[src/core/nand_consts.svh]
// Timing, geometry and command constants of the NAND page read controller.
`ifndef NAND_CONSTS_SVH
`define NAND_CONSTS_SVH

`define NAND_CLK_NS         50
`define NAND_T_WB_NS        100
`define NAND_T_WHR_NS       60
`define NAND_T_REA_NS       20
`define NAND_T_RR_NS        20
`define NAND_SYNC           2
`define NAND_CEIL(ns)       (((ns) + `NAND_CLK_NS - 1) / `NAND_CLK_NS)
`define NAND_WB_WAIT        4'(`NAND_CEIL(`NAND_T_WB_NS) + `NAND_SYNC + 1)
`define NAND_WHR_WAIT       4'(`NAND_CEIL(`NAND_T_WHR_NS))
`define NAND_RR_WAIT        4'(`NAND_CEIL(`NAND_T_RR_NS))
`define NAND_RD_LOW_WAIT    4'(`NAND_CEIL(`NAND_T_REA_NS) + `NAND_SYNC)

`define NAND_PAGE_BYTES     13'h0840
`define NAND_MAIN_BYTES     13'h0800
`define NAND_SPARE_BYTES    13'h0040
`define NAND_PAGES_PER_BLK  7'h40
`define NAND_BLOCKS         12'h0800
`define NAND_BLK_LSB        6
`define NAND_ECC_BYTES      12'h0004
`define NAND_FIFO_DEPTH     32

`define NAND_CMD_READ       8'h00
`define NAND_CMD_READ_GO    8'h30
`define NAND_CMD_CACHE_GO   8'h35
`define NAND_CMD_COL_RD     8'h05
`define NAND_CMD_COL_RD_GO  8'hE0
`define NAND_CMD_PROG       8'h80
`define NAND_CMD_PROG_2ND   8'h81
`define NAND_CMD_COL_WR     8'h85
`define NAND_CMD_PROG_GO    8'h10
`define NAND_CMD_PROG_MID   8'h11
`define NAND_CMD_SELECT     8'h60
`define NAND_CMD_ERASE_GO   8'hD0
`define NAND_CMD_ID         8'h90
`define NAND_CMD_STATUS     8'h70
`define NAND_CMD_STATUS2    8'h71
`define NAND_CMD_ECC        8'h7A
`define NAND_CMD_RESET      8'hFF

`endif

[src/core/nand_pkg.sv]
// Operation, sequencer state and descriptor types of the NAND page read controller.
package nand_pkg;
    typedef enum logic [3:0] {OP_READ, OP_READ_DUAL, OP_COL_CHANGE, OP_COPY_SRC, OP_COPY_DST,
        OP_ERASE, OP_STATUS, OP_STATUS_DUAL, OP_ECC_STATUS, OP_ID, OP_RESET} nand_op_e;
    typedef enum logic [3:0] {S_IDLE, S_CMD1, S_ADDR, S_CMD2, S_WAIT_WB, S_WAIT_RDY, S_GAP,
        S_RD_HIGH, S_RD_LOW, S_FINISH} seq_state_e;
    typedef struct packed {
        logic [7:0] c1;
        logic [7:0] c2;
        logic       has_c2;
        logic       has_addr;
        logic [2:0] first;
        logic [2:0] last;
        logic       wait_busy;
    } op_desc_s;
endpackage

[src/core/fifo_if.sv]
// Valid/ready byte stream between the sequencer and its read buffer.
`timescale 1ns/1ns
`default_nettype none
interface fifo_if #(parameter int WIDTH = 8) ();
    logic             valid;
    logic             ready;
    logic [WIDTH-1:0] data;
    modport source (output valid, output data, input ready);
    modport sink   (input valid, input data, output ready);
endinterface
`default_nettype wire

[src/core/byte_fifo.sv]
// Flip-flop FIFO with valid/ready on both sides.
`timescale 1ns/1ns
`default_nettype none
module byte_fifo #(
    parameter int WIDTH = 8,
    parameter int DEPTH = 32
) (
    input  wire logic core_clk,  // System clock.
    input  wire logic reset,     // Synchronous reset, active high.
    fifo_if.sink      in_if,     // Filling side.
    fifo_if.source    out_if     // Draining side.
);
    localparam int PW = $clog2(DEPTH);

    logic [WIDTH-1:0] mem_ff [DEPTH];
    logic [PW-1:0]    wr_ptr_ff;
    logic [PW-1:0]    rd_ptr_ff;
    logic [PW:0]      count_ff;
    wire              push = in_if.valid && in_if.ready;
    wire              pop  = out_if.valid && out_if.ready;

    assign in_if.ready  = count_ff != (PW+1)'(DEPTH);
    assign out_if.valid = count_ff != '0;
    assign out_if.data  = mem_ff[rd_ptr_ff];

    for (genvar i = 0; i < DEPTH; i++) begin : g_entry
        always_ff @(posedge core_clk) begin
            if (push && wr_ptr_ff == PW'(i)) begin
                mem_ff[i] <= in_if.data;
            end
        end
    end

    always_ff @(posedge core_clk) begin
        if (reset) begin
            wr_ptr_ff <= '0;
            rd_ptr_ff <= '0;
            count_ff  <= '0;
        end else begin
            wr_ptr_ff <= wr_ptr_ff + PW'(push);
            rd_ptr_ff <= rd_ptr_ff + PW'(pop);
            count_ff  <= count_ff + (PW+1)'(push) - (PW+1)'(pop);
        end
    end
endmodule // byte_fifo
`default_nettype wire

[src/core/nand_page_reader.sv]
// Host-side controller that drives a NAND flash through its pins.
`timescale 1ns/1ns
`default_nettype none
`include "nand_consts.svh"

// Overview of operation
// - Address goes in five consecutive cycles; erase three, column change two, ID one.
// - Column bytes, then three page bytes, upper zero.
// - Latch and strobe levels select cycle type.
// - Strobes held high during read busy.
// - Read 00/30; column change 05/E0.
// - Program 80/10, 85 column, dual 11/81; no program operation is issued, only 85/10 for copy-back.
// - Copy-back 00/35 then 85/10; erase 60/D0.
// - Single codes 90, 70, 71, 7A, FF.
// - Dual read addresses share page bits 0-5.
// - ECC status only after single page read; refused only when the last page read was dual.
module nand_page_reader #(
    parameter int FIFO_DEPTH = `NAND_FIFO_DEPTH
) (
    input  wire logic               core_clk,     // System clock, 20 MHz.
    input  wire logic               reset,        // Synchronous reset, active high.
    input  wire logic               cmd_valid,    // Operation request.
    output logic                    cmd_ready,    // Request can be taken.
    input  wire nand_pkg::nand_op_e cmd_op,       // Operation to run.
    input  wire logic [11:0]        cmd_col,      // Start column.
    input  wire logic [16:0]        cmd_page,     // Page address, first district.
    input  wire logic [16:0]        cmd_page_b,   // Page address, second district.
    input  wire logic [11:0]        cmd_len,      // Bytes to read.
    input  wire logic               wp_release,   // Drive write protect high.
    output logic                    rd_valid,     // Read byte available.
    input  wire logic               rd_ready,     // Read byte consumed.
    output logic [7:0]              rd_data,      // Read byte.
    output logic                    done_pulse,   // Operation finished.
    output logic                    error_pulse,  // Request rejected.
    output logic [11:0]             cur_column,   // Mirror of the column counter.
    output logic                    ce_n,         // Chip select, active low.
    output logic                    cle,          // Command latch.
    output logic                    ale,          // Address latch.
    output logic                    we_n,         // Write strobe, active low.
    output logic                    re_n,         // Read strobe, active low.
    output logic                    wp_n,         // Write protect, active low.
    output logic [7:0]              io_out,       // Shared port lines, driven value.
    output logic                    io_oe,        // Shared port lines, drive enable.
    input  wire logic [7:0]         io_in,        // Shared port lines, sensed value.
    input  wire logic               ready_busy_n  // Ready/busy line, low while busy.
);
    // =====================================================================
    // Declarations
    nand_pkg::seq_state_e st_ff, nxt_st;
    nand_pkg::nand_op_e   op_ff;
    nand_pkg::op_desc_s   desc;
    logic        half_ff, second_ff, nxt_second, last_dual_ff, done_ff, error_ff;
    logic [2:0]  idx_ff, nxt_idx, ale_cnt_ff;
    logic [3:0]  wait_ff, nxt_wait, tail_wait;
    logic [11:0] col_ff, left_ff, acc_len;
    logic [16:0] page_a_ff, page_b_ff, pg;
    logic [7:0]  io_s1_ff, io_s2_ff, addr_byte;
    logic        rb_s1_ff, rb_s2_ff;
    logic [12:0] col_end;
    nand_pkg::seq_state_e tail_st;
    wire         wr_state = st_ff inside {nand_pkg::S_CMD1, nand_pkg::S_ADDR, nand_pkg::S_CMD2};
    wire         busy_ok  = cmd_op inside {nand_pkg::OP_STATUS, nand_pkg::OP_STATUS_DUAL, nand_pkg::OP_RESET};
    wire         uses_col = cmd_op inside {nand_pkg::OP_READ, nand_pkg::OP_READ_DUAL, nand_pkg::OP_COL_CHANGE};
    wire         col_trk  = op_ff inside {nand_pkg::OP_READ, nand_pkg::OP_READ_DUAL, nand_pkg::OP_COL_CHANGE};
    wire         take, bad, bad_range, bad_dual, bad_ecc, bad_wp, push;
    fifo_if #(.WIDTH(8)) wr_if ();
    fifo_if #(.WIDTH(8)) rd_if ();

    // =====================================================================
    // Pin synchronisers
    always_ff @(posedge core_clk) begin
        rb_s1_ff <= ready_busy_n;
        rb_s2_ff <= rb_s1_ff;
        io_s1_ff <= io_in;
        io_s2_ff <= io_s1_ff;
    end

    // =====================================================================
    // Request decode and checks
    assign acc_len   = uses_col || cmd_op == nand_pkg::OP_ID ? cmd_len
                     : busy_ok && cmd_op != nand_pkg::OP_RESET ? 12'h001
                     : cmd_op == nand_pkg::OP_ECC_STATUS ? `NAND_ECC_BYTES : 12'h000;
    assign col_end   = {1'b0, cmd_col} + {1'b0, acc_len};
    assign bad_range = uses_col && col_end > `NAND_PAGE_BYTES;
    assign bad_dual  = cmd_op == nand_pkg::OP_READ_DUAL
                     && (cmd_page[`NAND_BLK_LSB-1:0] != cmd_page_b[`NAND_BLK_LSB-1:0]
                     || cmd_page[`NAND_BLK_LSB] == cmd_page_b[`NAND_BLK_LSB]);
    assign bad_ecc   = cmd_op == nand_pkg::OP_ECC_STATUS && last_dual_ff;
    assign bad_wp    = !wp_release && cmd_op inside {nand_pkg::OP_COPY_DST, nand_pkg::OP_ERASE,
                                                     nand_pkg::OP_READ_DUAL};
    assign bad       = bad_range || bad_dual || bad_ecc || bad_wp;
    assign cmd_ready = st_ff == nand_pkg::S_IDLE && (rb_s2_ff || busy_ok);
    assign take      = cmd_valid && cmd_ready;

    // =====================================================================
    // Operation descriptors
    always_comb begin
        unique case (op_ff)
            nand_pkg::OP_READ:        desc = '{`NAND_CMD_READ, `NAND_CMD_READ_GO, 1'b1, 1'b1, 3'h0, 3'h4, 1'b1};
            nand_pkg::OP_READ_DUAL:   desc = '{`NAND_CMD_SELECT, `NAND_CMD_READ_GO, 1'b1, 1'b1, 3'h0, 3'h4, 1'b1};
            nand_pkg::OP_COL_CHANGE:  desc = '{`NAND_CMD_COL_RD, `NAND_CMD_COL_RD_GO, 1'b1, 1'b1, 3'h0, 3'h1, 1'b0};
            nand_pkg::OP_COPY_SRC:    desc = '{`NAND_CMD_READ, `NAND_CMD_CACHE_GO, 1'b1, 1'b1, 3'h0, 3'h4, 1'b1};
            nand_pkg::OP_COPY_DST:    desc = '{`NAND_CMD_COL_WR, `NAND_CMD_PROG_GO, 1'b1, 1'b1, 3'h0, 3'h4, 1'b1};
            nand_pkg::OP_ERASE:       desc = '{`NAND_CMD_SELECT, `NAND_CMD_ERASE_GO, 1'b1, 1'b1, 3'h2, 3'h4, 1'b1};
            nand_pkg::OP_STATUS:      desc = '{`NAND_CMD_STATUS, 8'h00, 1'b0, 1'b0, 3'h0, 3'h0, 1'b0};
            nand_pkg::OP_STATUS_DUAL: desc = '{`NAND_CMD_STATUS2, 8'h00, 1'b0, 1'b0, 3'h0, 3'h0, 1'b0};
            nand_pkg::OP_ECC_STATUS:  desc = '{`NAND_CMD_ECC, 8'h00, 1'b0, 1'b0, 3'h0, 3'h0, 1'b0};
            nand_pkg::OP_ID:          desc = '{`NAND_CMD_ID, 8'h00, 1'b0, 1'b1, 3'h0, 3'h0, 1'b0};
            nand_pkg::OP_RESET:       desc = '{`NAND_CMD_RESET, 8'h00, 1'b0, 1'b0, 3'h0, 3'h0, 1'b1};
            default:                  desc = '{`NAND_CMD_RESET, 8'h00, 1'b0, 1'b0, 3'h0, 3'h0, 1'b1};
        endcase
    end

    assign pg        = second_ff ? page_b_ff : page_a_ff;
    assign addr_byte = idx_ff == 3'h0 ? col_ff[7:0]
                     : idx_ff == 3'h1 ? {4'h0, col_ff[11:8]}
                     : idx_ff == 3'h2 ? pg[7:0]
                     : idx_ff == 3'h3 ? pg[15:8] : {7'h00, pg[16]};
    assign tail_st   = desc.wait_busy ? nand_pkg::S_WAIT_WB : nand_pkg::S_GAP;
    assign tail_wait = desc.wait_busy ? `NAND_WB_WAIT : `NAND_WHR_WAIT;
    assign push      = st_ff == nand_pkg::S_RD_LOW && wait_ff == 4'h0;

    // =====================================================================
    // Sequencer
    always_comb begin
        nxt_st     = st_ff;
        nxt_idx    = idx_ff;
        nxt_second = second_ff;
        nxt_wait   = wait_ff != 4'h0 ? wait_ff - 4'h1 : 4'h0;
        unique case (st_ff)
            nand_pkg::S_IDLE: begin
                nxt_second = 1'b0;
                if (take && !bad) begin
                    nxt_st = nand_pkg::S_CMD1;
                end
            end
            nand_pkg::S_CMD1: begin
                nxt_idx = desc.first;
                if (half_ff) begin
                    nxt_st   = desc.has_addr ? nand_pkg::S_ADDR : tail_st;
                    nxt_wait = tail_wait;
                end
            end
            nand_pkg::S_ADDR: begin
                if (half_ff && idx_ff != desc.last) begin
                    nxt_idx = idx_ff + 3'h1;
                end else if (half_ff && op_ff == nand_pkg::OP_READ_DUAL && !second_ff) begin
                    nxt_st     = nand_pkg::S_CMD1;
                    nxt_second = 1'b1;
                end else if (half_ff) begin
                    nxt_st   = desc.has_c2 ? nand_pkg::S_CMD2 : tail_st;
                    nxt_wait = tail_wait;
                end
            end
            nand_pkg::S_CMD2: begin
                if (half_ff) begin
                    nxt_st   = tail_st;
                    nxt_wait = tail_wait;
                end
            end
            nand_pkg::S_WAIT_WB: begin
                if (wait_ff == 4'h0) begin
                    nxt_st = nand_pkg::S_WAIT_RDY;
                end
            end
            nand_pkg::S_WAIT_RDY: begin
                if (rb_s2_ff) begin
                    nxt_st   = nand_pkg::S_GAP;
                    nxt_wait = `NAND_RR_WAIT;
                end
            end
            nand_pkg::S_GAP: begin
                if (wait_ff == 4'h0) begin
                    nxt_st = nand_pkg::S_RD_HIGH;
                end
            end
            nand_pkg::S_RD_HIGH: begin
                if (left_ff == 12'h000) begin
                    nxt_st = nand_pkg::S_FINISH;
                end else if (wr_if.ready) begin
                    nxt_st   = nand_pkg::S_RD_LOW;
                    nxt_wait = `NAND_RD_LOW_WAIT;
                end
            end
            nand_pkg::S_RD_LOW: begin
                if (wait_ff == 4'h0) begin
                    nxt_st = nand_pkg::S_RD_HIGH;
                end
            end
            nand_pkg::S_FINISH: nxt_st = nand_pkg::S_IDLE;
        endcase
    end

    always_ff @(posedge core_clk) begin
        if (reset) begin
            st_ff     <= nand_pkg::S_IDLE;
            half_ff   <= 1'b0;
            idx_ff    <= 3'h0;
            second_ff <= 1'b0;
            wait_ff   <= 4'h0;
        end else begin
            st_ff     <= nxt_st;
            half_ff   <= wr_state && !half_ff;
            idx_ff    <= nxt_idx;
            second_ff <= nxt_second;
            wait_ff   <= nxt_wait;
        end
    end

    always_ff @(posedge core_clk) begin
        if (reset) begin
            op_ff        <= nand_pkg::OP_RESET;
            page_a_ff    <= 17'h0_0000;
            page_b_ff    <= 17'h0_0000;
            col_ff       <= 12'h000;
            left_ff      <= 12'h000;
            last_dual_ff <= 1'b0;
        end else if (take && !bad) begin
            op_ff     <= cmd_op;
            page_a_ff <= cmd_page;
            page_b_ff <= cmd_page_b;
            col_ff    <= cmd_op inside {nand_pkg::OP_STATUS, nand_pkg::OP_STATUS_DUAL, nand_pkg::OP_ECC_STATUS,
                                        nand_pkg::OP_RESET} ? col_ff : cmd_col;
            left_ff   <= acc_len;
            if (cmd_op inside {nand_pkg::OP_READ, nand_pkg::OP_READ_DUAL}) begin
                last_dual_ff <= cmd_op == nand_pkg::OP_READ_DUAL;
            end
        end else if (push) begin
            left_ff <= left_ff - 12'h001;
            col_ff  <= col_trk ? col_ff + 12'h001 : col_ff;
        end
    end

    always_ff @(posedge core_clk) begin
        if (reset) begin
            done_ff  <= 1'b0;
            error_ff <= 1'b0;
        end else begin
            done_ff  <= st_ff == nand_pkg::S_FINISH;
            error_ff <= take && bad;
        end
    end

    // =====================================================================
    // Pin drivers, one cycle behind the sequencer
    always_ff @(posedge core_clk) begin
        if (reset) begin
            ce_n   <= 1'b1;
            cle    <= 1'b0;
            ale    <= 1'b0;
            we_n   <= 1'b1;
            re_n   <= 1'b1;
            wp_n   <= 1'b0;
            io_out <= 8'h00;
            io_oe  <= 1'b0;
        end else begin
            ce_n   <= st_ff == nand_pkg::S_IDLE;
            cle    <= st_ff inside {nand_pkg::S_CMD1, nand_pkg::S_CMD2};
            ale    <= st_ff == nand_pkg::S_ADDR;
            we_n   <= !(wr_state && !half_ff);
            re_n   <= st_ff != nand_pkg::S_RD_LOW;
            wp_n   <= wp_release;
            io_out <= st_ff == nand_pkg::S_CMD1 ? desc.c1 : st_ff == nand_pkg::S_CMD2 ? desc.c2 : addr_byte;
            io_oe  <= wr_state;
        end
    end

    // =====================================================================
    // Read buffer
    assign wr_if.valid = push;
    assign wr_if.data  = io_s2_ff;
    assign rd_valid    = rd_if.valid;
    assign rd_if.ready = rd_ready;
    assign rd_data     = rd_if.data;
    assign done_pulse  = done_ff;
    assign error_pulse = error_ff;
    assign cur_column  = col_ff;

    byte_fifo #(.WIDTH(8), .DEPTH(FIFO_DEPTH)) u_fifo (
        .core_clk (core_clk),
        .reset    (reset),
        .in_if    (wr_if),
        .out_if   (rd_if)
    );

    // =====================================================================
    // Checks
    always_ff @(posedge core_clk) begin
        if (reset || st_ff == nand_pkg::S_IDLE) begin
            ale_cnt_ff <= 3'h0;
        end else if (ale && !we_n) begin
            ale_cnt_ff <= ale_cnt_ff + 3'h1;
        end
    end
endmodule // nand_page_reader
`default_nettype wire

[config.mk]
export PLATFORM = sky130hd
export DESIGN_NAME = nand_page_reader
export DESIGN_NICKNAME = d
export VERILOG_FILES = /design/src/core/nand_pkg.sv /design/src/core/fifo_if.sv /design/src/core/byte_fifo.sv /design/src/core/nand_page_reader.sv
export VERILOG_INCLUDE_DIRS = /design/src /design/src/core
export SDC_FILE = /design/constraint.sdc
export NUM_CORES = 1
export LEC_CHECK = 0
export BUFFER_PORTS_ARGS = -buffer_cell sky130_fd_sc_hd__clkbuf_2
export CAP_MARGIN = 20
export CORE_ASPECT_RATIO = 2
export CORE_MARGIN = 4
export CORE_UTILIZATION = 58
export CTS_BUF_LIST = sky130_fd_sc_hd__clkbuf_8
export CTS_CLUSTER_DIAMETER = 30
export DETAILED_ROUTE_END_ITERATION = 8
export GPL_ROUTABILITY_DRIVEN = 0
export PLACE_DENSITY_LB_ADDON = 0.05
export SLEW_MARGIN = 20
export SYNTH_ARGS = -nofsm -noshare
export SYNTH_HDL_FRONTEND = slang
export SYNTH_SLANG_ARGS = --single-unit
[constraint.sdc]
create_clock -name core_clk -period 6.1 [get_ports core_clk]
set_input_delay 1.22 -clock core_clk [delete_from_list [all_inputs] [get_ports core_clk]]
set_output_delay 1.22 -clock core_clk [all_outputs]
set_load 0.02 [all_outputs]
; After elaboration in Yosys (flattened, before gate mapping)
; Memory sizes are Yosys's and may differ from the RTL's. A register that Yosys moved wholly into a read port is not among the register bits.
; Index checks and enable logic that the tools add are counted.
[totals]
ff_bits = 127
ram_bits = 256
romBits = 320
in_bits = 76
output_inout_bits = 39
elab_cells = 435
mem_count = 2
[classes]
addsub = 9
order_cmp = 1
eq_ne = 72
n_mux = 205
n_reduce_logical = 118
[mem_list]
columns = memory, words, word_bits, read_ports, rd_clocked_by_memory_dff, wr, line
row1 = (no name shown), 16, 20, 1, 1, 0, nand_page_reader.sv:98  ; unique case (op_ff)
row2 = u_fifo.mem_ff, 32, 8, 1, 1, 1, byte_fifo.sv:15  ; logic [WIDTH-1:0] mem_ff [DEPTH];
[op_table]
columns = operator, count
row1 = $mux 8, 37
row2 = $reduce_or 8->1, 31
row3 = $mux 5, 32
row4 = $mux 1, 97
row5 = $mux 12, 7
row6 = $eq 5x5->1 const B, 16
row7 = $mux 4, 20
row8 = $logic_and 1x1->1, 48
row9 = $eq 5x4->1 const B, 8
row10 = $pmux 4 s9, 1
row11 = $eq 4x3->1 const B, 8
row12 = $eq 4x4->1 const B, 5
row13 = $eq 5x3->1 const B, 4
row14 = $mux 3, 6
row15 = $ne 2x2->1 const B, 9
row16 = $mux 17, 1
row17 = $eq 4x2->1 const B, 4
row18 = $logic_not 4->1, 4
row19 = $pmux 4 s4, 1
row20 = $reduce_bool 3->1, 5
row21 = $add 12x12->13, 1
row22 = $gt 13x12->1 const B, 1
row23 = $add 12x1->12 const B, 1
row24 = $eq 4x1->1 const B, 3
row25 = 33 further kinds, 55

; Depth between registers and ports, before layout
; Gate-level depths: netlist of the first run.
[depth]
ltp_word = 38
depth_mapped = 20
mapped_depth_nobuf = 18

; Modules after synthesis
; Synthesis of the first run repeated with hierarchy kept, for this count alone.
[hier_totals]
hier_cells = 1356
area_unflattened_um2 = 17613.1
[modules_own_cells]
columns = mod, n_inst, cells_per_inst, area_per_inst_um2, seq_area_each_um2
row1 = byte_fifo, 1, 557, 10812.9, 8007.7
row2 = nand_page_reader, 1, 799, 6800.3, 2522.4

; Worst setup path after synthesis of the first run
; Ideal clock, no wire load.
[synth_path]
kind = input to register
startpoint = in cmd_op[2]
endpoint = reg desc[17] (netlist name)
setup_time_ns = 0.122
arrival_time_ns = 4.878
slack_ns = 1.100
stages = 18
n_path_buf = 2
cell_sequence = clkbuf_1 > nand2b_1 > o21a_1 > o22ai_1 > ha_1 > fa_1 > a211oi_1 > o31ai_2 > o221a_2 > o21ai_0 > nand2_1 > o31a_1 > buf_2 > o21ai_0 > and3_1 > inv_1 > ha_1 > o32a_1
[synth_via]
elab_chain_len = 15
word_cells_on_any_way = 35
classes_between = add/sub: 1 / order compare: 1 / eq/ne: 10 / mux: 5 / reduce/logical: 18
[synth_rtl]
columns = element, line
row1 = "start, declared", nand_page_reader.sv:24  ; input wire nand_pkg::nand_op_e cmd_op,
row2 = $eq 4x3->1 / $eq 4x4->1 (equally long branches), nand_page_reader.sv:62  ; wire busy_ok = cmd_op inside {nand_pkg::OP_STATUS, nand_pkg::OP_STATUS_DUAL, nand_pkg::OP_RESET};
row3 = $reduce_bool 3->1, nand_page_reader.sv:62
row4 = $logic_and 1x1->1, nand_page_reader.sv:81  ; : busy_ok && cmd_op != nand_pkg::OP_RESET ? 12'h001
row5 = $mux 3, nand_page_reader.sv:81
row6 = $mux 12, nand_page_reader.sv:80  ; assign acc_len = uses_col || cmd_op == nand_pkg::OP_ID ? cmd_len
row7 = $add 12x12->13, nand_page_reader.sv:83  ; assign col_end = {1'b0, cmd_col} + {1'b0, acc_len};
row8 = $gt 13x12->1 (no source line), --
row9 = $logic_and 1x1->1 (no source line), --
row10 = $logic_or 1x1->1 (3 in a row), nand_page_reader.sv:91  ; assign bad = bad_range || bad_dual || bad_ecc || bad_wp;
row11 = $logic_not 1->1, nand_page_reader.sv:218  ; end else if (take && !bad) begin
row12 = $logic_and 1x1->1, nand_page_reader.sv:218
row13 = $mux 4 (no source line) * (2 in a row), --
; Every way passes the cells marked *; elsewhere a longest branch is shown, timed or not.
; A chain may end at the register's enable or synchronous reset.

; Final worst setup path of the first run
[layout_path]
startpoint = in cmd_op[3]
endpoint = reg desc[23] (netlist name)
[layout_via]
elab_chain_len = 15
word_cells_on_any_way = 35
classes_between = add/sub: 1 / order compare: 1 / eq/ne: 10 / mux: 5 / reduce/logical: 18
[layout_rtl]
columns = element, line
row1 = $eq 4x3->1 / $eq 4x4->1 (equally long branches), nand_page_reader.sv:62
row2 = $reduce_bool 3->1, nand_page_reader.sv:62
row3 = $logic_and 1x1->1, nand_page_reader.sv:81
row4 = $mux 3, nand_page_reader.sv:81
row5 = $mux 12, nand_page_reader.sv:80
row6 = $add 12x12->13, nand_page_reader.sv:83
row7 = $gt 13x12->1 (no source line), --
row8 = $logic_and 1x1->1 (no source line), --
row9 = $logic_or 1x1->1 (3 in a row), nand_page_reader.sv:91
row10 = $logic_not 1->1, nand_page_reader.sv:218
row11 = $logic_and 1x1->1, nand_page_reader.sv:218
row12 = $mux 4 (no source line) * (2 in a row), --
; Marked as above.

==> metrics.yaml, run 1 <==
synthesis:
  synth_common_cells: "edfxtp_1 (256), dfxtp_1 (142), nand2_1 (132)"
  synth.top_cell.area_share_pct: 44.3
  yosys_register_bits: 398
  synth_area_um2: 17400
  yosys_warnings: 0
  ys_types: 71
  ys_seq_area_share_pct: 60.7
  synth_area_leader_cell: "edfxtp_1"
  synth_ff_type: "edfxtp_1"
  syn_inst: 1325
  synth_nets: 1440
  syn_avg_cell_area_um2: 13.1
  yosysMostFrequentCell: "edfxtp_1"
  synth_edf_count: 256
  async_flop_share_pct: 0
  synth_top_cells_by_area: "edfxtp_1 (44%), dfxtp_1 (16%), mux4_2 (11%), nand2_1 (2.9%), ha_1 (2.7%)"
power:
  vdd_ir_drop_max_mv: 0.248
  p_sw_mw: 2.19
  power_leakage_nw: 6.87
  total_power_mw: 7.14
  powerDensity_nw_per_um2: 366
  seq_power_share_pct: 45.1
  p_comb_share_pct: 24.3
  switching_share_pct: 30.7
  clkPwrFrac_pct: 30.6
  internal-power_mw: 4.95
setup_path:
  crit_fanout: 15
  cp.arrival_ns: 5.57
  start_kind: "primary input"
  slowest_stage: "o31a_1"
  r2r_slack_ns: 2.42
  r2r_cells: 7
  crit_required_ns: 6.65
  reg2reg_to: "u_fifo.mem_ff[11][3]"
  crit_type: "primary input to flip-flop"
  cp-startpoint: "cmd_op[3]"
  rr_startpoint: "wait_ff[0]"
  critical_path_buf_inv_count: 2
  cp-endpoint: "desc[23]"
  max_stage_delay_ns: 0.51
  cp_common_cell: "o21ai_0"
  cp_cell_sequence: "clkbuf_2, a21oi_1, and2_1, fa_1, a211oi_1, o31ai_2, o221a_2, a21boi_0, o21ai_0, o31a_1, nor3_2, o21ai_0, inv_1, ha_1, nand3b_1, a31oi_1"
  cp.depth: 16
  path_delay_family: "compound AO/OA/AOI/OAI gates"
  cp-end-kind: "flip-flop"
sta:
  finalWorstSetupSlack_ns: 1.08
  slew_headroom_pct: 26.0
  worst_pin_slew_ns: 1.11
  clock_skew_ns: 0.0362
  max_freq_mhz: 199
  setup_tns_ns: 0
  rsz0062_at_grt: "no"
  period_share_pct: 82.4
  finalSetupViolCount: 0
  hold_viol_final: 0
  slew_violations: 0
  period_needed_ns: 5.02
detailed_routing:
  drt_iter0_markers: 753
  routed_wl_um: 44400
  wl_per_cell_um: 23.9
  ant_nets: 0
  routed_via_density: 6.08
  dr_total_vias: 11300
  first_pass_iters: 5
  drc: 0
floorplan:
  rows: 89
  die-area_um2: 32900
  start_util_pct: 58.8
  dieHeight_um: 253
  coreArea_um2: 29500
  fp.dieW_um: 130
  io_pins: 115
run:
  maxCapViolations: 0
outcome:
  outcome: "finished clean"
global_routing:
  grtUsageTotal_pct: 27.5
  grt_pass1_vias: 11700
  antenna_found_initial: 1
  gr-total-overflow: 0
  grt_start_max_net_pins: 98
  grt_pass1_wl_um: 67300
clock_tree:
  clk_latency_ns: 0.62
  cts_sinks: 398
  root_buffer: "clkbuf_8"
  clockBufferDepth: 3
  cts_tree: "built"
  cts_max_level: 2
  cts_hold_buf: 0
  cts_buffers: 55
  post_cts_buffers: 0
  cts_resized: 0
  clkTransAtPathRegs_ns: 0.07
finish:
  fillers: 2210
  finalNetCount: 1563
  drive_above_1_share_pct: 22.6
  areaGrowthSynthToFinish_pct: 12.5
placed_design:
  placement.io_buffers: 114
  dp_slack_ns: 0.505
  dp_hpwl_um: 31900
hold_path:
  min_path_type: "flip-flop to flip-flop"
-- state kept, by name, indices dropped and copies added, names as in the netlist, 6 cells and up --
name and flops:
page_a_ff 17, u_fifo.count_ff 6, io_s1_ff 8, left_ff 12
u_fifo.mem_ff 256, cur_column 12, io_out 8, desc 15
io_s2_ff 8, page_b_ff 17
-- cell families after synthesis --
family | after synthesis | synth area share [%]
buffers and inverters | 106 | 2.34
adder cells (fa/ha/maj) | 39 | 2.90
multiplexers | 118 | 12.7
XOR/XNOR | 34 | 1.72
AND/OR/NAND/NOR | 395 | 10.6
flip-flops | 398 | 60.7
AO/OA/AOI/OAI | 235 | 9.10
-- routing by layer --
metal  GRT usage (%)  share of wire, %
met5               0                 0
met4            15.5               6.7
met1            28.3                33
met3            3.41               3.8
met2            51.9                57
-- through the flow --
stage          area [µm²]  instances  hold slack, ns  utilization [%]
3_3_place_gp        18300       1755           0.310             62.0
2_1_floorplan       17400       1325           0.310                -
5_1_grt             19500       1859           0.331             66.2
4_1_cts             19500       1858           0.330             66.1
3_5_place_dp        18300       1755           0.313             62.1
6_report            19500       1859           0.320             66.2
-- worst reg2reg max path, stage by stage (launching register included) --
cell and delay, ns:
dfxtp_1 0.33, inv_1 0.08, ha_1 0.16, nor3b_1 0.69, nand2_1 0.40, nor3_1 0.56
nand3_1 0.28, nor2_1 0.77
-- worst min path at each step --
stage                            from           to  slack [ns]  cells past startpoint
after global routing      io_s1_ff[3]  io_s2_ff[3]        0.33                      0
after CTS                 io_s1_ff[7]  io_s2_ff[7]        0.33                      0
after detailed placement  io_s1_ff[3]  io_s2_ff[3]        0.31                      0
after floorplan           io_s1_ff[0]  io_s2_ff[0]        0.31                      0
after global placement    io_s1_ff[5]  io_s2_ff[5]        0.31                      0
final                     io_s1_ff[4]  io_s2_ff[4]        0.32                      0
-- cell type report --
| type | count | area (µm²) | area share, % |
|---|---|---|---|
| flip-flops and latches | 398 | 10500 | 54.0 |
| inverters | 35 | 131 | 0.673 |
| multi-input cells | 821 | 6430 | 32.9 |
| clock buffers | 67 | 922 | 4.72 |
| diodes | 1 | 2.50 | 0.0128 |
| well taps | 364 | 455 | 2.33 |
| clock inverters | 36 | 283 | 1.45 |
| repair buffers | 137 | 758 | 3.88 |
-- layout by cell type, fill, tap and decap left out, drive strengths merged, types with 8 or more instances in the layout --
| master | instances |
|---|---|
| edfxtp | 256 |
| ha | 37 |
| o22ai | 10 |
| mux2i | 29 |
| nand2b | 19 |
| nand2 | 132 |
| nand3 | 30 |
| a21oi | 82 |
| clkinv | 14 |
| mux4 | 81 |
| and3 | 8 |
| mux2 | 8 |
| and2 | 17 |
| xor2 | 18 |
| clkbuf | 180 |
| nor3 | 26 |
| a31oi | 12 |
| a21o | 10 |
| buf | 24 |
| nor2b | 17 |
| inv | 51 |
| a211oi | 20 |
| nor2 | 111 |
| a221oi | 9 |
| o21ai | 32 |
| xnor2 | 16 |
| dfxtp | 142 |
-- power by group through the flow --
stage	clock, mW	sequential, mW	combinational [mW]
after floorplan	0	3.18	1.29
after global placement	0	3.28	1.72
after global routing	2.34	3.25	1.90
after CTS	2.23	3.22	1.75
final	2.19	3.22	1.73
after detailed placement	0	3.28	1.74
Note: power is estimated with default switching activity, not from simulation.
==> inputs of run 2 (changes only) <==
--- a/config.mk
+++ b/config.mk
@@ -6,6 +6,7 @@
 export SDC_FILE = /design/constraint.sdc
 export NUM_CORES = 1
 export LEC_CHECK = 0
+export ABC_AREA = 1
 export BUFFER_PORTS_ARGS = -buffer_cell sky130_fd_sc_hd__clkbuf_2
 export CAP_MARGIN = 20
 export CORE_ASPECT_RATIO = 2
==> constraint.sdc (replaced) <==
create_clock -name core_clk -period 4.7 [get_ports core_clk]
set_input_delay 0.94 -clock core_clk [delete_from_list [all_inputs] [get_ports core_clk]]
set_output_delay 0.94 -clock core_clk [all_outputs]
set_load 0.02 [all_outputs]
==> run 2 against run 1 <==
Against the previous run: via count grew 21%; sequential share of layout area shrank 0.95 points; sequential power grew 28%; final area grew 1.7%; global-route usage grew 0.62 points; sequential cell count is the same; clock-buffer cell count shrank 7; setup slack lost 0.44 ns; final cell count grew 29%; critical endpoint unchanged; largest power group unchanged.
==> metrics.yaml, run 2 <==
power:
  p_comb_share_pct: 29.8  # +5.5 points
  vdd_ir_drop_max_mv: 0.315  # +27%
  internal-power_mw: 6.31  # +27%
  clkPwrFrac_pct: 27.8  # -2.8 points
  p_sw_mw: 3.40  # +55%
  power_leakage_nw: 7.77  # +13%
  seq_power_share_pct: 42.3  # -2.8 points
  switching_share_pct: 35.0  # +4.3 points
  powerDensity_nw_per_um2: 489  # +34%
floorplan:
  die-area_um2: 33300  # +1.0%
  coreArea_um2: 29700  # +0.75%
  dieHeight_um: 254  # +0.53%
  io_pins: 115  # unchanged
  rows: 89  # unchanged
  start_util_pct: 59.0  # +0.20 points
  fp.dieW_um: 131  # +0.51%
sta:
  finalWorstSetupSlack_ns: 0.633  # -0.442 ns
  rsz0062_at_grt: "no"
  slew_violations: 0  # unchanged
  period_needed_ns: 4.07
  worst_pin_slew_ns: 0.761  # -0.350 ns
  period_share_pct: 86.5
  clock_skew_ns: 0.0322  # -0.00399 ns
  finalSetupViolCount: 0  # unchanged
  max_freq_mhz: 246
  setup_tns_ns: 0  # unchanged
  slew_headroom_pct: 49.2  # +23 points
  hold_viol_final: 0  # unchanged
global_routing:
  antenna_found_initial: 1  # unchanged
  grt_pass1_wl_um: 71500  # +6.1%
  grtUsageTotal_pct: 28.1  # +0.62 points
  grt_pass1_vias: 13800  # +17%
  gr-total-overflow: 0  # unchanged
  grt_start_max_net_pins: 130  # +33%
setup_path:
  r2r_slack_ns: 1.38  # -1.04 ns
  cp-endpoint: "desc[23]"
  cp.arrival_ns: 4.61  # -0.96 ns
  cp_common_cell: "nand2_1"
  r2r_cells: 12  # +5
  slowest_stage: "ha_1"
  rr_startpoint: "wait_ff[0]"
  cp-startpoint: "cmd_op[3]"
  start_kind: "primary input"
  crit_type: "primary input to flip-flop"
  crit_fanout: 11  # -4
  reg2reg_to: "u_fifo.mem_ff[31][7]"
  cp-end-kind: "flip-flop"
  crit_required_ns: 5.25  # -1.40 ns
  max_stage_delay_ns: 0.38  # -0.13 ns
synthesis:
  async_flop_share_pct: 0  # unchanged
  synth_edf_count: 256  # unchanged
  synth_top_cells_by_area: "edfxtp_1 (44%), dfxtp_1 (16%), o21ai_0 (6.7%), nor2_1 (6.2%), nand2_1 (5.6%)"
  ys_types: 44  # -38%
  synth_ff_type: "edfxtp_1"
  syn_inst: 1835  # +38%
  ys_seq_area_share_pct: 60.0  # -0.66 points
  synth.top_cell.area_share_pct: 43.8  # -0.48 points
  yosysMostFrequentCell: "nor2_1"
  synth_common_cells: "nor2_1 (289), nand2_1 (264), edfxtp_1 (256)"
  synth_nets: 1950  # +35%
  yosys_warnings: 0  # unchanged
  synth_area_leader_cell: "edfxtp_1"
  syn_avg_cell_area_um2: 9.56  # -27%
  synth_area_um2: 17500  # +1.1%
  yosys_register_bits: 398  # unchanged
finish:
  layout_commonest_cell: "nor2_1"
  final_cell_mix: "nor2_1 (289), nand2_1 (264), edfxtp_1 (256)"
  areaGrowthSynthToFinish_pct: 13.2
  reg.largest.list: "u_fifo.mem_ff: 256 flops, page_a_ff: 17 flops, page_b_ff: 17 flops"
  drive_above_1_share_pct: 14.1  # -8.4 points
  largest_reg_flops: 256  # unchanged
  finalNetCount: 2100  # +34%
  largest-register: "u_fifo.mem_ff"
  design_area_um2: 19900  # +1.7%
clock_tree:
  cts_hold_buf: 0  # unchanged
  clk_latency_ns: 0.61  # about the same
  cts_resized: 0  # unchanged
  post_cts_buffers: 0  # unchanged
  clkTransAtPathRegs_ns: 0.07  # about the same
  clockBufferDepth: 3  # unchanged
  cts_sinks: 398  # unchanged
  cts_max_level: 2  # unchanged
  root_buffer: "clkbuf_8"
  cts_tree: "built"
  cts_buffers: 54  # -1.8%
placed_design:
  placement.io_buffers: 114  # unchanged
  dp_hpwl_um: 33000  # +3.6%
  postPlaceCellArea_um2: 18700  # +2.4%
  dp_slack_ns: 0.118  # -0.387 ns
detailed_routing:
  wl_per_cell_um: 19.3  # -19%
  first_pass_iters: 5  # unchanged
  dr_total_vias: 13700  # +21%
  drt_iter0_markers: 845  # +12%
  drc: 0  # unchanged
  routed_wl_um: 46100  # +4.0%
  ant_nets: 0  # unchanged
  routed_via_density: 5.75  # -5.5%
hold_path:
  min_path_type: "flip-flop to flip-flop"
  worstHoldStart: "io_s1_ff[3]"
run:
  maxCapViolations: 0  # unchanged
outcome:
  outcome: "finished clean"
[run 2: worst max-delay path: cells and delay by family]
kind / cells / cell delay (ns)
AND/OR/NAND/NOR: 16 / 1.65
adder cells (fa/ha/maj): 2 / 0.59
buffers and inverters: 8 / 0.87
AO/OA/AOI/OAI: 4 / 0.51
[run 2: kinds of logic after synthesis]
group                      share of synthesized area (%)
AOI/OAI and AO/OA                                   13.7
xor gates and xnor gates                            1.45
DFF                                                 60.0
buffers and inverters                               5.81
adders and majority gates                           2.87
and+or+nand+nor                                     16.1
[run 2: power by group through the flow]
stage	combinational (mW)	clock, mW	sequential, mW
2_1_floorplan	1.93	0	4.20
3_3_place_gp	2.83	0	4.17
3_5_place_dp	2.89	0	4.18
4_1_cts	2.90	2.75	4.11
5_1_grt	3.23	2.90	4.14
6_report	2.90	2.70	4.11
[run 2: through the flow]
stage	cells	util (%)	power, mW	hold WS [ns]
2_1_floorplan	1835	-	6.13	0.310
3_3_place_gp	2293	63.1	7.01	0.310
3_5_place_dp	2293	63.1	7.08	0.312
4_1_cts	2388	66.8	9.77	0.327
5_1_grt	2389	66.8	10.3	0.327
6_report	2389	66.8	9.71	0.326
[run 2: cell type report]
type,count,area (µm²)
multi-input combinational,1179,6000
fill,2451,9870
clock inverter,35,287
tap,364,455
sequential,398,10500
clock buffer,60,826
timing repair buffer,176,1100
antenna,1,2.50
inverter,176,663
[run 2: how the worst min path moves through the flow]
stage                  endpoint  slack (ns)  cells past startpoint
finish              io_s2_ff[3]        0.33                      0
global route           rb_s2_ff        0.33                      0
CTS                 io_s2_ff[3]        0.33                      0
detailed placement  io_s2_ff[3]        0.31                      0
global placement    io_s2_ff[4]        0.31                      0
floorplan           io_s2_ff[0]        0.31                      0
[run 2: layer usage]
layer | track usage, % | wire length (µm) | vias up
li1 | - | - | 6610
met1 | 27.4 | 15100 | 6473
met4 | 18.4 | 3470 | 0
met3 | 3.24 | 2050 | 160
met2 | 53.4 | 25500 | 491
met5 | 0 | 0 | -
==> inputs of run 3 (changes only) <==
--- a/config.mk
+++ b/config.mk
@@ -9,13 +9,14 @@
 export ABC_AREA = 1
 export BUFFER_PORTS_ARGS = -buffer_cell sky130_fd_sc_hd__clkbuf_2
 export CAP_MARGIN = 20
+export CELL_PAD_IN_SITES_DETAIL_PLACEMENT = 1
+export CELL_PAD_IN_SITES_GLOBAL_PLACEMENT = 1
 export CORE_ASPECT_RATIO = 2
 export CORE_MARGIN = 4
-export CORE_UTILIZATION = 58
+export CORE_UTILIZATION = 49
 export CTS_BUF_LIST = sky130_fd_sc_hd__clkbuf_8
 export CTS_CLUSTER_DIAMETER = 30
 export DETAILED_ROUTE_END_ITERATION = 8
-export GPL_ROUTABILITY_DRIVEN = 0
 export PLACE_DENSITY_LB_ADDON = 0.05
 export SLEW_MARGIN = 20
 export SYNTH_ARGS = -nofsm -noshare
==> run 3 against run 2 <==
Against the previous run: sequential cell count did not move; register-to-register slack about the same; maximum frequency is 3.1% lower; utilization down 10 points; die area rose by 17%; sequential share of layout area decreased by 0.38 points; final cell count up 4.1%; setup slack got worse by 0.13 ns; critical path depth fell by 1; routed wire length up 19%; largest cell class unchanged; highest routed layer unchanged.
==> metrics.yaml, run 3 (synthesis results as in run 2) <==
detailed_routing:
  ant_nets: 0  # unchanged
  drc: 0  # unchanged
  drt_iter0_markers: 648  # -23%
  wl_per_cell_um: 22.1  # +14%
  routed_wl_um: 55000  # +19%
  dr_total_vias: 14100  # +2.7%
  routed_via_density: 5.67  # -1.4%
  first_pass_iters: 5  # unchanged
global_routing:
  antenna_found_initial: 1  # unchanged
  grt_pass1_wl_um: 84400  # +18%
  gr-total-overflow: 0  # unchanged
  grtUsageTotal_pct: 28.3  # +0.21 points
  grt_start_max_net_pins: 130  # unchanged
  grt_pass1_vias: 15400  # +12%
sta:
  period_share_pct: 89.3  # +2.7 points
  hold_viol_final: 0  # unchanged
  period_needed_ns: 4.20  # +0.128 ns
  finalSetupViolCount: 0  # unchanged
  rsz0062_at_grt: "no"
  slew_violations: 0  # unchanged
  max_freq_mhz: 238  # -3.1%
  setup_tns_ns: 0  # unchanged
  worst_pin_slew_ns: 0.832  # +0.0711 ns
  slew_headroom_pct: 44.4  # -4.8 points
  clock_skew_ns: 0.0189  # -0.0133 ns
finish:
  drive_above_1_share_pct: 14.7  # +0.57 points
  layout_commonest_cell: "nor2_1"
  finalNetCount: 2111  # +0.52%
  design_area_um2: 20000  # +0.72%
  final_cell_mix: "nor2_1 (289), nand2_1 (264), edfxtp_1 (256)"
  areaGrowthSynthToFinish_pct: 14.0
  largest-register: "u_fifo.mem_ff"
  largest_reg_flops: 256  # unchanged
  reg.largest.list: "u_fifo.mem_ff: 256 flops, page_a_ff: 17 flops, page_b_ff: 17 flops"
clock_tree:
  root_buffer: "clkbuf_8"
  clockBufferDepth: 3  # unchanged
  cts_buffers: 55  # +1.9%
  clk_latency_ns: 0.62  # about the same
  cts_hold_buf: 0  # unchanged
  cts_tree: "built"
  cts_resized: 0  # unchanged
  cts_sinks: 398  # unchanged
  cts_max_level: 2  # unchanged
  clkTransAtPathRegs_ns: 0.06  # about the same
  post_cts_buffers: 0  # unchanged
hold_path:
  hold_path_depth: 0  # unchanged
  min_path_type: "flip-flop to flip-flop"
  min_to: "io_s2_ff[2]"
  worstHoldStart: "io_s1_ff[2]"
placed_design:
  postPlaceCellArea_um2: 18900  # +0.88%
  placement.io_buffers: 114  # unchanged
  gp_congestion: 0.889
  dp_hpwl_um: 40200  # +22%
setup_path:
  reg2reg_to: "u_fifo.mem_ff[13][4]"
  cp_common_cell: "nand2_1"
  crit_type: "primary input to flip-flop"
  start_kind: "primary input"
  r2r_cells: 10  # -2
  rr_startpoint: "st_ff[1]"
  slowest_stage: "ha_1"
  max_stage_delay_ns: 0.43  # +0.05 ns
  cp-end-kind: "flip-flop"
  cp.arrival_ns: 4.76  # +0.15 ns
  crit_required_ns: 5.26  # about the same
  crit_fanout: 11  # unchanged
  r2r_slack_ns: 1.37  # about the same
power:
  powerDensity_nw_per_um2: 490  # +0.21%
  vdd_ir_drop_max_mv: 0.283  # -10%
  power_leakage_nw: 7.85  # +1.0%
floorplan:
  dieHeight_um: 276  # +8.5%
  start_util_pct: 49.8  # -9.2 points
  die-area_um2: 39100  # +17%
  io_pins: 115  # unchanged
  fp.dieW_um: 142  # +8.3%
  rows: 97  # +9.0%
  coreArea_um2: 35200  # +18%
run:
  maxCapViolations: 0  # unchanged
outcome:
  outcome: "finished clean"
## run 3: cell type report
type,instances,area [µm²]
multi-input combinational,1179,6000
tap,445,557
clock buffer,62,853
fill,4116,15200
sequential,398,10500
antenna,1,2.50
clock inverter,40,238
inverter,176,664
timing repair buffer,186,1160
## run 3: power by group
group	switching [mW]	internal (mW)	total, mW
combinational	2.11	0.918	3.03
sequential	0.167	3.95	4.12
clock	1.32	1.33	2.65
## run 3: how the worst max path moves through the flow
stage                     slack [ns]  cells after the start          to                start
after floorplan                 0.66                     24    desc[17]            cmd_op[1]
after global placement         -0.07                     29    desc[23]            cmd_op[3]
after detailed placement       -0.10                     29    desc[23]            cmd_op[3]
after CTS                       0.50                     10  rd_data[6]  u_fifo.rd_ptr_ff[0]
after global routing            0.08                     29    desc[23]            cmd_op[3]
final                           0.50                     29    desc[23]            cmd_op[3]
## run 3: metrics by stage
step           util [%]  total power [mW]  hold slack [ns]  instances  setup slack, ns
4_1_cts            56.8              9.89            0.323       2486            0.504
6_report           56.8              9.80            0.327       2487            0.505
3_3_place_gp       53.7              7.11            0.310       2384          -0.0650
3_5_place_dp       53.7              7.23            0.315       2384           -0.103
2_1_floorplan         -              6.13            0.310       1835            0.660
5_1_grt            56.8              10.4            0.323       2487           0.0825
## run 3: worst max-delay path: cells and delay by family
family                   cells  cell delay (ns)
adder cells (fa/ha/maj)      2             0.64
AND/OR/NAND/NOR             16             1.75
buffers and inverters        7             0.81
AO/OA/AOI/OAI                4             0.62
## run 3: metal layers
layer  track usage [%]  part of all wire, %  up-vias
li1                  -                    -     6633
met1              26.5                   33     6963
met2              57.0                   58      348
met3              2.72                  2.8      156
met4              17.2                  6.7        0
met5                 0                    0        -
